===== src/hw/sfpf_defs.vh =====
// Constants for the serial flash pin front end.
// Assumes inclusion by bare name from the hw/ files.
`ifndef SFPF_DEFS_VH
`define SFPF_DEFS_VH
// Array geometry
`define SFPF_ADDR_W 21
`define SFPF_PAGE_BYTES 256
`define SFPF_PAGE_COUNT 8192
`define SFPF_SECTOR_COUNT 512
`define SFPF_HALF_BLOCK_COUNT 64
`define SFPF_BLOCK_COUNT 32
`define SFPF_PAGES_PER_SECTOR 16
`define SFPF_PAGES_PER_HALF 128
`define SFPF_PAGES_PER_BLOCK 256
// Address field positions
`define SFPF_SECTOR_LSB 12
`define SFPF_HALF_LSB 15
`define SFPF_BLOCK_LSB 16
`define SFPF_ADDR_MSB 20
// Lane width codes
`define SFPF_LANES_1 2'h0
`define SFPF_LANES_2 2'h1
`define SFPF_LANES_4 2'h2
// Erase kinds
`define SFPF_ERASE_SECTOR 2'h0
`define SFPF_ERASE_HALF 2'h1
`define SFPF_ERASE_BLOCK 2'h2
`define SFPF_ERASE_CHIP 2'h3
`endif


===== src/hw/sfpf_region.v =====
// Protected-region and erase-unit address decode.
// Assumes protection bits are stable, same-clock inputs.
`timescale 1ns/100ps
`include "sfpf_defs.vh"
module sfpf_region (
  input wire clk_in,
  input wire rstn_in,
  input wire [20:0] addr_in,
  input wire [1:0] erase_kind_in,
  input wire protect_complement_bit_in,
  input wire small_unit_protect_bit_in,
  input wire top_bottom_select_bit_in,
  input wire [2:0] protect_range_bits_in,
  output reg protected_out,
  output reg [8:0] sector_out,
  output reg [5:0] half_out,
  output reg [4:0] block_out
);
  reg [5:0] span;
  reg [5:0] unit;
  reg hit;
  // Range size in 64KB blocks (or in 4KB sectors when small units chosen)
  always @* begin
    span = 6'h00;
    unit = 6'h00;
    hit = 1'b0;
    if (protect_range_bits_in == 3'h7) begin
      span = 6'h20;
    end else if (protect_range_bits_in != 3'h0) begin
      span = small_unit_protect_bit_in ? (6'h01 << (protect_range_bits_in - 3'h1)) :
        (6'h01 << (protect_range_bits_in - 3'h1));
    end
    // Small units cap at 8 sectors; whole-array span is the 7 code
    if (small_unit_protect_bit_in && protect_range_bits_in != 3'h7) begin
      unit = top_bottom_select_bit_in ? {3'h0, addr_in[14:12]} : {3'h0, ~addr_in[14:12]};
      hit = (addr_in[20:15] == (top_bottom_select_bit_in ? 6'h00 : 6'h3F)) &&
        (unit < (span > 6'h08 ? 6'h08 : span));
    end else begin
      unit = top_bottom_select_bit_in ? {1'b0, addr_in[20:16]} : {1'b0, ~addr_in[20:16]};
      hit = unit < span;
    end
  end
  // Registered decode; a whole erase of the chip counts as hit by any range
  always @(posedge clk_in or negedge rstn_in) begin
    if (!rstn_in) begin
      protected_out <= 1'b0;
      sector_out <= 9'h000;
      half_out <= 6'h00;
      block_out <= 5'h00;
    end else begin
      protected_out <= protect_complement_bit_in ^
        ((erase_kind_in == `SFPF_ERASE_CHIP) ? (span != 6'h00) : hit);
      sector_out <= addr_in[`SFPF_ADDR_MSB:`SFPF_SECTOR_LSB];
      half_out <= addr_in[`SFPF_ADDR_MSB:`SFPF_HALF_LSB];
      block_out <= addr_in[`SFPF_ADDR_MSB:`SFPF_BLOCK_LSB];
    end
  end
endmodule


===== src/hw/sfpf_front_end.v =====
// Pin-level front end of a serial flash: lane shifting, select, pause.
// Assumes the serial clock and pins are asynchronous to clk_in and
// toggle no faster than a quarter of clk_in.
`timescale 1ns/100ps
`include "sfpf_defs.vh"
module sfpf_front_end #(
  parameter PAGE_BYTES = `SFPF_PAGE_BYTES,
  parameter PAGE_COUNT = `SFPF_PAGE_COUNT
) (
  input wire clk_in,
  input wire rstn_in,
  input wire serial_clk_in,
  input wire chip_sel_n_in,
  input wire io_line_0_in,
  input wire io_line_1_in,
  input wire io_line_2_in,
  input wire io_line_3_in,
  output reg io_line_0_out,
  output reg io_line_1_out,
  output reg io_line_2_out,
  output reg io_line_3_out,
  output reg io_line_0_oe_n_out,
  output reg io_line_1_oe_n_out,
  output reg io_line_2_oe_n_out,
  output reg io_line_3_oe_n_out,
  input wire quad_enable_bit_in,
  input wire four_line_command_mode_in,
  input wire [1:0] lanes_in,
  input wire drive_phase_in,
  input wire [7:0] tx_byte_in,
  input wire [1:0] status_protect_bits_in,
  input wire protect_complement_bit_in,
  input wire small_unit_protect_bit_in,
  input wire top_bottom_select_bit_in,
  input wire [2:0] protect_range_bits_in,
  input wire [20:0] op_addr_in,
  input wire [1:0] erase_kind_in,
  input wire [8:0] prog_count_in,
  output reg [7:0] rx_byte_out,
  output reg rx_valid_out,
  output reg tx_take_out,
  output reg selected_out,
  output reg paused_out,
  output reg frame_end_out,
  output reg lanes_refused_out,
  output reg status_write_ok_out,
  output reg region_protected_out,
  output reg prog_len_ok_out,
  output reg [8:0] sector_index_out,
  output reg [5:0] half_index_out,
  output reg [4:0] block_index_out
);
  // Two-flop synchronisers, first stage read only by the second
  reg [6:0] sync1_r;
  reg [6:0] sync2_r;
  reg clk_d_r;
  reg armed_r;
  reg sel_r;
  reg [2:0] bit_cnt_r;
  reg [7:0] shift_in_r;
  reg [7:0] shift_out_r;
  reg [2:0] out_cnt_r;
  reg [1:0] lanes_r;
  wire sclk_s = sync2_r[0];
  wire csn_s = sync2_r[1];
  wire [3:0] io_s = sync2_r[5:2];
  wire pause_n_s = sync2_r[6];
  wire rise = sclk_s & ~clk_d_r;
  wire fall = ~sclk_s & clk_d_r;
  wire prot_pin_n = io_s[2];
  wire [8:0] sec_w;
  wire [5:0] half_w;
  wire [4:0] blk_w;
  wire prot_w;

  // Lanes per step; four-lane use needs quad enable, two lanes do not
  function [3:0] lane_step;
    input [1:0] code;
    begin
      case (code)
        `SFPF_LANES_2: lane_step = 4'h2;
        `SFPF_LANES_4: lane_step = 4'h4;
        default: lane_step = 4'h1;
      endcase
    end
  endfunction

  wire want_quad = (lanes_in == `SFPF_LANES_4) | four_line_command_mode_in;
  wire quad_ok = quad_enable_bit_in;
  wire [1:0] eff_lanes = four_line_command_mode_in ? `SFPF_LANES_4 : lanes_in;
  // Pause exists only without quad enable, otherwise pin is lane 3
  wire pause_act = ~quad_enable_bit_in & ~pause_n_s;
  wire [3:0] step = lane_step(lanes_r);
  wire [2:0] bits_per = step[2:0];

  sfpf_region u_region (
    .clk_in(clk_in),
    .rstn_in(rstn_in),
    .addr_in(op_addr_in),
    .erase_kind_in(erase_kind_in),
    .protect_complement_bit_in(protect_complement_bit_in),
    .small_unit_protect_bit_in(small_unit_protect_bit_in),
    .top_bottom_select_bit_in(top_bottom_select_bit_in),
    .protect_range_bits_in(protect_range_bits_in),
    .protected_out(prot_w),
    .sector_out(sec_w),
    .half_out(half_w),
    .block_out(blk_w)
  );

  // Pin synchronisers; select resets low so reset never counts as a high select
  always @(posedge clk_in or negedge rstn_in) begin
    if (!rstn_in) begin
      sync1_r <= 7'h7C;
      sync2_r <= 7'h7C;
    end else begin
      sync1_r <= {io_line_3_in, io_line_3_in, io_line_2_in, io_line_1_in, io_line_0_in,
        chip_sel_n_in, serial_clk_in};
      sync2_r <= sync1_r;
    end
  end

  // Shift engine; edges only matter while selected and not paused
  always @(posedge clk_in or negedge rstn_in) begin
    if (!rstn_in) begin
      clk_d_r <= 1'b0;
      armed_r <= 1'b0;
      sel_r <= 1'b0;
      bit_cnt_r <= 3'h0;
      out_cnt_r <= 3'h0;
      shift_in_r <= 8'h00;
      shift_out_r <= 8'h00;
      lanes_r <= `SFPF_LANES_1;
      rx_byte_out <= 8'h00;
      rx_valid_out <= 1'b0;
      tx_take_out <= 1'b0;
      frame_end_out <= 1'b0;
      lanes_refused_out <= 1'b0;
    end else begin
      rx_valid_out <= 1'b0;
      tx_take_out <= 1'b0;
      frame_end_out <= 1'b0;
      // Mode 0 and 3 both idle-safe: edge tracking runs always
      clk_d_r <= sclk_s;
      if (csn_s) begin
        armed_r <= 1'b1;
        if (sel_r) begin
          frame_end_out <= 1'b1;
        end
        sel_r <= 1'b0;
      end else if (!sel_r && armed_r) begin
        sel_r <= 1'b1;
        bit_cnt_r <= 3'h0;
        out_cnt_r <= 3'h0;
        // Unqualified quad request drops back to one lane
        lanes_refused_out <= want_quad & ~quad_ok;
        lanes_r <= (want_quad & ~quad_ok) ? `SFPF_LANES_1 : eff_lanes;
        shift_out_r <= tx_byte_in;
      end else if (sel_r && !pause_act) begin
        // Counters hold across a pause so the transfer resumes in place
        if (rise && !drive_phase_in) begin
          case (lanes_r)
            `SFPF_LANES_2: shift_in_r <= {shift_in_r[5:0], io_s[1:0]};
            `SFPF_LANES_4: shift_in_r <= {shift_in_r[3:0], io_s};
            default: shift_in_r <= {shift_in_r[6:0], io_s[0]};
          endcase
          bit_cnt_r <= bit_cnt_r + bits_per;
          if (bit_cnt_r + bits_per == 3'h0) begin
            rx_valid_out <= 1'b1;
            case (lanes_r)
              `SFPF_LANES_2: rx_byte_out <= {shift_in_r[5:0], io_s[1:0]};
              `SFPF_LANES_4: rx_byte_out <= {shift_in_r[3:0], io_s};
              default: rx_byte_out <= {shift_in_r[6:0], io_s[0]};
            endcase
          end
        end
        if (fall && drive_phase_in) begin
          out_cnt_r <= out_cnt_r + bits_per;
          if (out_cnt_r + bits_per == 3'h0) begin
            shift_out_r <= tx_byte_in;
            tx_take_out <= 1'b1;
          end else begin
            shift_out_r <= shift_out_r << bits_per;
          end
        end
      end
    end
  end

  // Output lanes and enables; enables low while driving
  always @(posedge clk_in or negedge rstn_in) begin
    if (!rstn_in) begin
      io_line_0_out <= 1'b0;
      io_line_1_out <= 1'b0;
      io_line_2_out <= 1'b0;
      io_line_3_out <= 1'b0;
      io_line_0_oe_n_out <= 1'b1;
      io_line_1_oe_n_out <= 1'b1;
      io_line_2_oe_n_out <= 1'b1;
      io_line_3_oe_n_out <= 1'b1;
    end else begin
      io_line_0_oe_n_out <= 1'b1;
      io_line_1_oe_n_out <= 1'b1;
      io_line_2_oe_n_out <= 1'b1;
      io_line_3_oe_n_out <= 1'b1;
      io_line_0_out <= 1'b0;
      io_line_1_out <= 1'b0;
      io_line_2_out <= 1'b0;
      io_line_3_out <= 1'b0;
      // Floating whenever deselected, paused or in input phase
      if (sel_r && !csn_s && !pause_act && drive_phase_in) begin
        case (lanes_r)
          `SFPF_LANES_2: begin
            io_line_1_out <= shift_out_r[7];
            io_line_0_out <= shift_out_r[6];
            io_line_1_oe_n_out <= 1'b0;
            io_line_0_oe_n_out <= 1'b0;
          end
          `SFPF_LANES_4: begin
            {io_line_3_out, io_line_2_out, io_line_1_out, io_line_0_out} <=
              shift_out_r[7:4];
            io_line_0_oe_n_out <= 1'b0;
            io_line_1_oe_n_out <= 1'b0;
            io_line_2_oe_n_out <= 1'b0;
            io_line_3_oe_n_out <= 1'b0;
          end
          default: begin
            io_line_1_out <= shift_out_r[7];
            io_line_1_oe_n_out <= 1'b0;
          end
        endcase
      end
    end
  end

  // Status, protection and geometry results
  always @(posedge clk_in or negedge rstn_in) begin
    if (!rstn_in) begin
      selected_out <= 1'b0;
      paused_out <= 1'b0;
      status_write_ok_out <= 1'b0;
      region_protected_out <= 1'b0;
      prog_len_ok_out <= 1'b0;
      sector_index_out <= 9'h000;
      half_index_out <= 6'h00;
      block_index_out <= 5'h00;
    end else begin
      selected_out <= sel_r & ~csn_s;
      paused_out <= sel_r & ~csn_s & pause_act;
      // Hardware protection only while the pin is a protect pin
      status_write_ok_out <= ~(status_protect_bits_in == 2'h1 &&
        !quad_enable_bit_in && !prot_pin_n);
      region_protected_out <= prot_w;
      // One page at most per program, 1 to 256 bytes
      prog_len_ok_out <= (prog_count_in != 9'h000) &&
        (prog_count_in <= PAGE_BYTES[8:0]);
      sector_index_out <= sec_w;
      half_index_out <= half_w;
      block_index_out <= blk_w;
    end
  end
endmodule


===== config.mk =====
export PLATFORM = sky130hd
export DESIGN_NAME = sfpf_front_end
export DESIGN_NICKNAME = d
export VERILOG_FILES = /design/src/hw/sfpf_region.v /design/src/hw/sfpf_front_end.v
export VERILOG_INCLUDE_DIRS = /design/src /design/src/hw
export SDC_FILE = /design/constraint.sdc
export NUM_CORES = 1
export LEC_CHECK = 0
export BUFFER_PORTS_ARGS = -buffer_cell sky130_fd_sc_hd__buf_2
export CORE_ASPECT_RATIO = 2
export CORE_UTILIZATION = 55
export DETAILED_ROUTE_END_ITERATION = 7
export PLACE_DENSITY = 0.84
export SYNTH_ARGS = -nofsm -noshare
export SYNTH_HDL_FRONTEND = slang
export SYNTH_SLANG_ARGS = --single-unit
export TNS_END_PERCENT = 30

===== constraint.sdc =====
create_clock -name clk_in -period 5.4 [get_ports clk_in]
set_clock_uncertainty 0.1 [all_clocks]
set_input_delay 0.27 -clock clk_in [delete_from_list [all_inputs] [get_ports clk_in]]
set_output_delay 0.27 -clock clk_in [all_outputs]
set_load 0.02 [all_outputs]

After elaboration in Yosys (flattened, before gate mapping)
Cells that the tools add are included.
- flip-flop bits (word level): 103
- memory bits (read-only): 0
- memory bits (writable): 0
- latch bits: 0
- memories kept: 0
- bits of input ports: 61
- multiply operators: 0
- divide/modulo/power cells: 0
- add/subtract/negate cells: 3
- reductions and logical operators: 33
- muxes and demuxes: 49
- magnitude comparators: 4
- equality and inequality tests: 8
- shift-type cells: 2
- bitwise gates (word level): 17
- operators by type and width (kind ; number):
    8-bit two-way mux ; 4
    1-bit two-way mux ; 28
    6-bit two-way mux ; 4
    3-bit two-way mux ; 7
    8-bit one-hot mux with 2 select lines ; 1
    1-bit logical AND ; 12
    6-bit less-than comparator ; 2
    9-bit <= comparator (second input constant) ; 1
    9-bit nonzero test ; 1
    2-bit nonzero test ; 4
    8-bit by 3-bit << shifter with 8-bit output ; 1
    1-bit NOT ; 7
    3-bit adder ; 2
    1-bit AND ; 6
    2-bit == test (second input constant) ; 3
    6-bit == test ; 1
    6-bit by 4-bit > comparator with 1-bit output (second input constant) ; 1
    1-bit logical NOT ; 6
    3-bit logical NOT ; 2
    3-bit one-hot mux with 2 select lines ; 1
    3-bit AND reduction ; 2
    6-bit nonzero test ; 1
    1-bit by 3-bit << shifter with 6-bit output (first input constant) ; 1
    5-bit two-way mux ; 1
    15 further kinds ; 17

Logic depth before layout (Yosys ltp)
Gate-level depths: netlist of the first run.
- depth in word-level cells: 11
- mapped depth: 10

Modules after synthesis
A second synthesis of the first run with hierarchy kept.
- cell total of the unflattened synthesis: 337
- area, all modules: 4102.7 µm²
- by module, submodules not included (module ; times used ; area each (µm²) ; cells each):
    sfpf_front_end ; 1 ; 3364.5 ; 265
    sfpf_region ; 1 ; 738.2 ; 72

Least setup slack after synthesis of the first run
OpenSTA, ideal clock, no wires.
- path type: reg2reg
- start: register lanes_r[1]
- end: register rx_byte_out[1]
- path slack: 2.464 ns
- data arrival time: 2.708 ns
- stages on the path, launching flop included: 11
- cells stage by stage: dfrtp_1 -> inv_1 -> ha_1 -> clkbuf_1 -> inv_1 -> fa_1 -> xor2_2 -> xnor2_1 -> or4b_1 -> buf_4 -> mux2_1
- word-level cells in the longest chain between the ends: 5
- elaborated cells between the ends (all ways): 7
- ends and longest elaborated chain (what ; RTL line ; RTL):
    start, declared ; sfpf_front_end.v:63 ; reg [1:0] lanes_r;
    start signal, assigned ; sfpf_front_end.v:133 ; lanes_r <= `SFPF_LANES_1;
    start signal, assigned ; sfpf_front_end.v:157 ; lanes_r <= (want_quad & ~quad_ok) ? `SFPF_LANES_1 : eff_lanes;
    2-bit == test / 2-bit by 1-bit == test with 1-bit output (equally long branches) ; sfpf_front_end.v:80, sfpf_front_end.v:170 ;
    3-bit one-hot mux with 2 select lines ; sfpf_front_end.v:80 ; case (code)
    3-bit adder ; sfpf_front_end.v:168 ; if (bit_cnt_r + bits_per == 3'h0) begin
    3-bit logical NOT ; sfpf_front_end.v:168 ;
    5-bit AND reduction (no line) ; - ;
    end signal, assigned ; sfpf_front_end.v:171 ; `SFPF_LANES_2: rx_byte_out <= {shift_in_r[5:0], io_s[1:0]};
    end signal, assigned ; sfpf_front_end.v:172 ; `SFPF_LANES_4: rx_byte_out <= {shift_in_r[3:0], io_s};
    end signal, assigned ; sfpf_front_end.v:173 ; default: rx_byte_out <= {shift_in_r[6:0], io_s[0]};
    end, declared ; sfpf_front_end.v:39 ; output reg [7:0] rx_byte_out,
Parallel ways exist; a longest one is shown, timed or not.
A chain may end at the register's enable or synchronous reset.

Final worst setup path of the first run
- start: register lanes_r[0]
- end: register rx_byte_out[1]
Same word-level chain as after synthesis.

==> results.ini, run 1 <==
[final_layout]
drive_above_1_share_pct = 32.7
nNetsFinal = 488
area_delta_synth_final_pct = 23.8
antenna_cells = 0

[detailed_routing]
drt_iter0_drc = 102
dr_total_vias = 2757
first_pass_iters = 4
drc = 0
vias_per_cell = 5.44
ant_nets = 0
totalWireLength_microns = 7840
detail_route.wl_per_cell_microns = 15.5

[worst_setup_path]
cp-end-kind = flop
reg2reg_depth = 9
worstPathRequired_ps = 5520
cp_max_fo = 26
reg2reg_to = rx_byte_out[1]$_DFFE_PN0P_
worstSetupPathType = reg -> reg
cp.arrival_ps = 3800
r2r_slack_ps = 1720
critPathLaunchType = flop
r2r_start = lanes_r[0]$_DFFE_PN0P_

[logic_synthesis]
ys_seq_area_share_pct = 54.5
ys.flop_type = dfrtp_1
yosysWarnings = 0
synth_seq_cells = 81
syn_area_sq_um = 3740
async_flop_share_pct = 100
synth_cell_types = 59
synth_fp_nets = 398
synthCells = 324
synth_edf_count = 0
syn-mean-instance-area_sq_um = 11.5

[power_and_ir_drop]
p_leak_nw = 2.23
p_comb_share_pct = 19.7
clkPwrFrac_pct = 39.6
p_switching_mw = 0.482
irDropWorstVdd_mv = 0.281
seqPwrFrac_pct = 40.7
power_density_nw_per_um2 = 378
power.internal_mw = 1.27
p_sw_share_pct = 27.5

[clock_network]
clock-sinks = 81
path_clk_slew_ps = 60
post_cts_buffers = 0
cts_tree = yes
cts.path.max_buffers = 2
htreeDepth = 3
root_buffer = clkbuf_16
cts_buffers = 9
clock_latency_ps = 340

[hold_path]
hold_path.class = in -> async

[sta]
tightest_slew_ps = 956
min_period_over_period_pct = 68.2
setup_viol = 0
finalCriticalPeriod_ps = 3680
hold_slack_ps = -21.1
finalHoldViolCount = 9
finalSetupTns_ps = 0
fmax_mhz = 272
rsz0062_at_grt = false
drv_slew = 0
slew_headroom_pct = 36.2

[die]
die-area_sq_um = 7160
die_w_microns = 60.3
io_pins = 106
die_y_microns = 119
core_sq_um = 6570
start_util_pct = 57.0
rows = 42

[grt]
grt_pass1_wl_microns = 13100
overflow = 0
antenna_found_initial = 0
grt_pass1_vias = 2958
track_usage_pct = 25.0
grt_max_degree = 82

[status]
status = finished with violations
violations = hold timing

[place]
port-buffer-count = 93
dp_hpwl_microns = 5300
place_congestion = 0.784

[flow_run]
cap_viol_max_count = 0

cells by family (layout without fill, tap and decap cells):
logic type	count (synthesis)	count (layout)	share of synthesized area, %
adders and majority gates	13	13	4.75
muxes	28	28	8.36
DFF	81	81	54.5
AOI/OAI and AO/OA	52	52	9.00
and+or+nand+nor	92	92	13.6
buffers and inverters	44	139	6.29
xor gates and xnor gates	14	14	3.48
power groups by stage:
stage	Clock [mW]	Combinational [mW]	Sequential (mW)
2_1_floorplan	0	0.221	0.735
3_3_place_gp	0	0.319	0.718
3_5_place_dp	0	0.332	0.722
4_1_cts	0.700	0.342	0.713
5_1_grt	0.726	0.382	0.721
6_report	0.694	0.345	0.714
worst max-delay path by stage:
stage	start	endpoint	cells after the start
2_1_floorplan	lanes_r[1]$_DFFE_PN0P_	rx_byte_out[1]$_DFFE_PN0P_	10
3_3_place_gp	lanes_r[0]$_DFFE_PN0P_	rx_byte_out[2]$_DFFE_PN0P_	9
3_5_place_dp	lanes_r[0]$_DFFE_PN0P_	rx_byte_out[1]$_DFFE_PN0P_	9
4_1_cts	lanes_r[0]$_DFFE_PN0P_	rx_byte_out[1]$_DFFE_PN0P_	9
5_1_grt	lanes_r[0]$_DFFE_PN0P_	rx_byte_out[1]$_DFFE_PN0P_	9
6_report	lanes_r[0]$_DFFE_PN0P_	rx_byte_out[1]$_DFFE_PN0P_	9
metal layers:
metal	vias to the layer above	part of all wire (%)	GRT usage, %
met3	18	5.9	6.89
met4	0	3.3	13.5
met5	-	0	0
li1	1282	-	-
met1	1330	36	26.0
met2	127	55	42.9
cells in the final DEF, fill, tap and decap left out, types with 3 or more instances in the layout:
cell type and count:
a211oi_1 3, a21oi_1 7, a22oi_1 7, and2_1 5
buf_2 92, bufinv_16 3, clkbuf_16 9, dfrtp_1 70
dfstp_2 11, dlygate4sd3_1 15, ha_1 11, inv_1 15
mux2_1 5, mux2_2 7, mux2i_1 14, nand2_1 28
nand2b_1 7, nand3_1 8, nor2_1 11, nor2b_1 4
nor3_1 3, nor4_1 4, o21ai_0 18, o22ai_1 5
xnor2_1 11
what timing repair did:
action	in CTS	in global routing
setup endpoints to repair	0	0
hold buffers	15	0
gates resized for setup	0	0
hold endpoints to repair	15	0
worst max-delay path, cell delays in order (launching register included):
cell,delay (ps)
dfrtp_1,400
inv_1,60
ha_1,830
ha_1,280
inv_1,50
fa_1,400
xor2_2,180
xnor2_1,160
or4b_1,690
mux2_1,410
area by class of cell:
type | instances | area, sq um
sequential | 81 | 2040
fill | 472 | 1940
multi-input combinational | 199 | 1470
timing repair buffer | 108 | 618
clock buffer | 9 | 225
clock inverter | 7 | 118
tap | 88 | 110
inverter | 15 | 56.3
cell usage after synthesis, drive strengths merged, types with 7 or more instances:
cell type	number	area share [%]
nand3	9	1.3
xnor2	11	2.6
a22oi	7	1.4
mux2	13	4.0
inv	15	1.5
mux2i	14	3.7
dfrtp	70	47
a21oi	7	0.94
o21ai	18	2.4
dfstp	11	7.7
buf	20	3.9
clkbuf	9	0.90
nor2	12	1.3
ha	11	3.7
nand2	28	2.8
nand2b	8	1.5
sequential cells by signal, indices dropped and copies added, names as in the netlist, 2 cells and up:
name / flops
shift_in_r: 7
sector_index_out: 3
sync2_r: 6
bit_cnt_r: 3
out_cnt_r: 3
shift_out_r: 8
rx_byte_out: 8
sync1_r: 6
lanes_r: 2
u_region.sector_out: 8
block_index_out: 5
metrics by stage:
step                      power (mW)  setup slack [ps]  cells  utilization (%)  instance area, sq um
after floorplan                0.956              2460    324                -                  3740
after global placement          1.04              1800    476             63.0                  4140
after detailed placement        1.05              1730    476             63.0                  4140
after CTS                       1.75              1700    507             70.5                  4630
after global routing            1.83              1470    507             70.5                  4630
final                           1.75              1720    507             70.5                  4630
No activity file was read; power rests on OpenSTA's default activity.
==> run 2, diff against run 1 <==
--- a/config.mk
+++ b/config.mk
@@ -8,9 +8,9 @@
 export LEC_CHECK = 0
 export BUFFER_PORTS_ARGS = -buffer_cell sky130_fd_sc_hd__buf_2
 export CORE_ASPECT_RATIO = 2
-export CORE_UTILIZATION = 55
+export CORE_UTILIZATION = 47
 export DETAILED_ROUTE_END_ITERATION = 7
-export PLACE_DENSITY = 0.84
+export PLACE_DENSITY = 0.76
 export SYNTH_ARGS = -nofsm -noshare
 export SYNTH_HDL_FRONTEND = slang
 export SYNTH_SLANG_ARGS = --single-unit
==> constraint.sdc (replaced) <==
create_clock -name clk_in -period 3 [get_ports clk_in]
set_clock_uncertainty 0.1 [all_clocks]
set_input_delay 0.15 -clock clk_in [delete_from_list [all_inputs] [get_ports clk_in]]
set_output_delay 0.15 -clock clk_in [all_outputs]
set_load 0.02 [all_outputs]
==> results.ini, run 2 (synthesis results as in run 1) <==
[die]
die_y_microns = 128
rows = 45
core_sq_um = 7660
die_w_microns = 65.1
io_pins = 106
die-area_sq_um = 8340
start_util_pct = 48.9

[final_layout]
antenna_cells = 0
final_cell_mix = 92 x buf_2, 70 x dfrtp_1, 28 x nand2_1
multi_input_area_sq_um = 1470
reg_top3 = rx_byte_out (8), shift_out_r (8), u_region.sector_out (8)
fin_cells = 531
final_core_util_pct = 62.9
final.fill_count = 625
area_delta_synth_final_pct = 28.7
layout_commonest_cell = buf_2
drive_above_1_share_pct = 33.4
ff_latch_area_sq_um = 2040
nNetsFinal = 506

[detailed_routing]
drt_iter0_drc = 132
ant_nets = 0
first_pass_iters = 4
drc = 0
vias_per_cell = 5.27
detail_route.wl_per_cell_microns = 15.4
totalWireLength_microns = 8200
dr_total_vias = 2799

[clock_network]
clock-sinks = 81
path_clk_slew_ps = 60
cts.path.max_buffers = 2
root_buffer = clkbuf_16
cts_tree = yes
post_cts_buffers = 0
htreeDepth = 3
clock_latency_ps = 340
cts_buffers = 9

[grt]
grtUsageMet1_pct = 21.8
top_usage_layer = met2
grt_pass1_wl_microns = 13200
grt_pass1_vias = 2866
grt_max_degree = 82
antenna_found_initial = 0
overflow = 0
use_met2_pct = 39.2
track_usage_pct = 21.6
use_met3_pct = 5.78

[worst_setup_path]
worstPathCellList = ha_1, ha_1, inv_1, fa_1, xor2_2, xnor2_1, or4b_4, mux2_1
cp_max_fo = 9
worstPathRequired_ps = 3130
cp.arrival_ps = 2950
cp-end-kind = flop
worstSetupPathType = reg -> reg
setup.worst_path.start = lanes_r[1]$_DFFE_PN0P_
critPathLaunchType = flop
crit_slowest_cell = or4b_4
slowest_delay_ps = 580
r2r_start = lanes_r[1]$_DFFE_PN0P_
cp_common_cell = ha_1

[sta]
tightest_slew_ps = 1000
finalSetupTns_ps = 0
min_period_over_period_pct = 94.0
slew_headroom_pct = 33.1
finalHoldViolCount = 0
finalCriticalPeriod_ps = 2820
setup_ws_ps = 180
drv_slew = 0
hold_slack_ps = 10.7
fmax_mhz = 355
setup_viol = 0
rsz0062_at_grt = false

[status]
status = finished, final reports clean

[place]
dp_hpwl_microns = 5630
placed_cells = 490
port-buffer-count = 93
place_congestion = 0.817
dp_slack_ps = 8.16

[power_and_ir_drop]
power_density_nw_per_um2 = 670
p_leak_nw = 2.31
irDropWorstVdd_mv = 0.424

[hold_path]
hold_path.class = in -> reg
worstHoldStart = tx_byte_in[2]

[flow_run]
cap_viol_max_count = 0

[run 2: cell types whose count changed in the layout (fill, tap and decap cells not counted)]
cell           previous run  this run
clkinv_2                  2         0
or4b_4                    0         1
inv_8                     0         1
buf_4                     1         9
dlygate4sd3_1            15        25
clkinvlp_4                0         1
or4b_1                    2         1
[run 2: final cells by class]
cell class / instances / area share, %
Sequential cell: 81 / 42.4
Inverter: 15 / 1.17
Tap cell: 94 / 2.44
Multi-Input combinational cell: 199 / 30.5
Clock buffer: 9 / 4.68
Clock inverter: 7 / 2.63
Timing Repair Buffer: 126 / 16.2
[run 2: layer usage]
metal / up-vias / routed length [microns]
met4: 0 / 263
met1: 1363 / 3000
met2: 91 / 4530
met5: - / 0
li1: 1325 / -
met3: 20 / 411
[run 2: critical path: cells and delay by family (launching register included)]
| family | cells | cell delay [ps] |
|---|---|---|
| buf+inv | 1 | 50 |
| fa+ha+maj | 3 | 920 |
| flops | 1 | 390 |
| simple gates | 1 | 580 |
| mux | 1 | 340 |
| xor+xnor | 2 | 320 |
[run 2: metrics by stage]
stage | total power [mW] | area (sq um)
after floorplan | 1.72 | 3740
after global placement | 1.91 | 4210
after detailed placement | 1.93 | 4210
after CTS | 3.24 | 4810
after global routing | 3.37 | 4810
final | 3.23 | 4810
[run 2: final timing paths]
| kind | endpoint | slack [ps] | cells past startpoint |
|---|---|---|---|
| max reg2reg | rx_byte_out[2]$_DFFE_PN0P_ | 180 | 8 |
| min reg2reg | region_protected_out$_DFF_PN0_ | 250 | 0 |
| min in group asynchronous | shift_out_r[2]$_DFFE_PN0P_ | 410 | 2 |
| min | shift_out_r[2]$_DFFE_PN0P_ | 10 | 3 |
| max in group asynchronous | rx_byte_out[5]$_DFFE_PN0P_ | 1740 | 2 |
| max | rx_byte_out[2]$_DFFE_PN0P_ | 180 | 8 |
[run 2: where the power goes]
part           total [mW]  switching, mW  leakage [nW]  internal [mW]
registers            1.28         0.0752         0.986           1.21
clock network        1.28          0.459         0.168          0.823
logic               0.665          0.365          1.16          0.300
total                3.23          0.899          2.31           2.33
[run 2: repair_timing]
| action | CTS | global route |
|---|---|---|
| resized for setup | 0 | 1 |
| setup endpoints to repair | 0 | 6 |
| hold buffers | 25 | 0 |
| endpoints found under the hold margin | 94 | 0 |
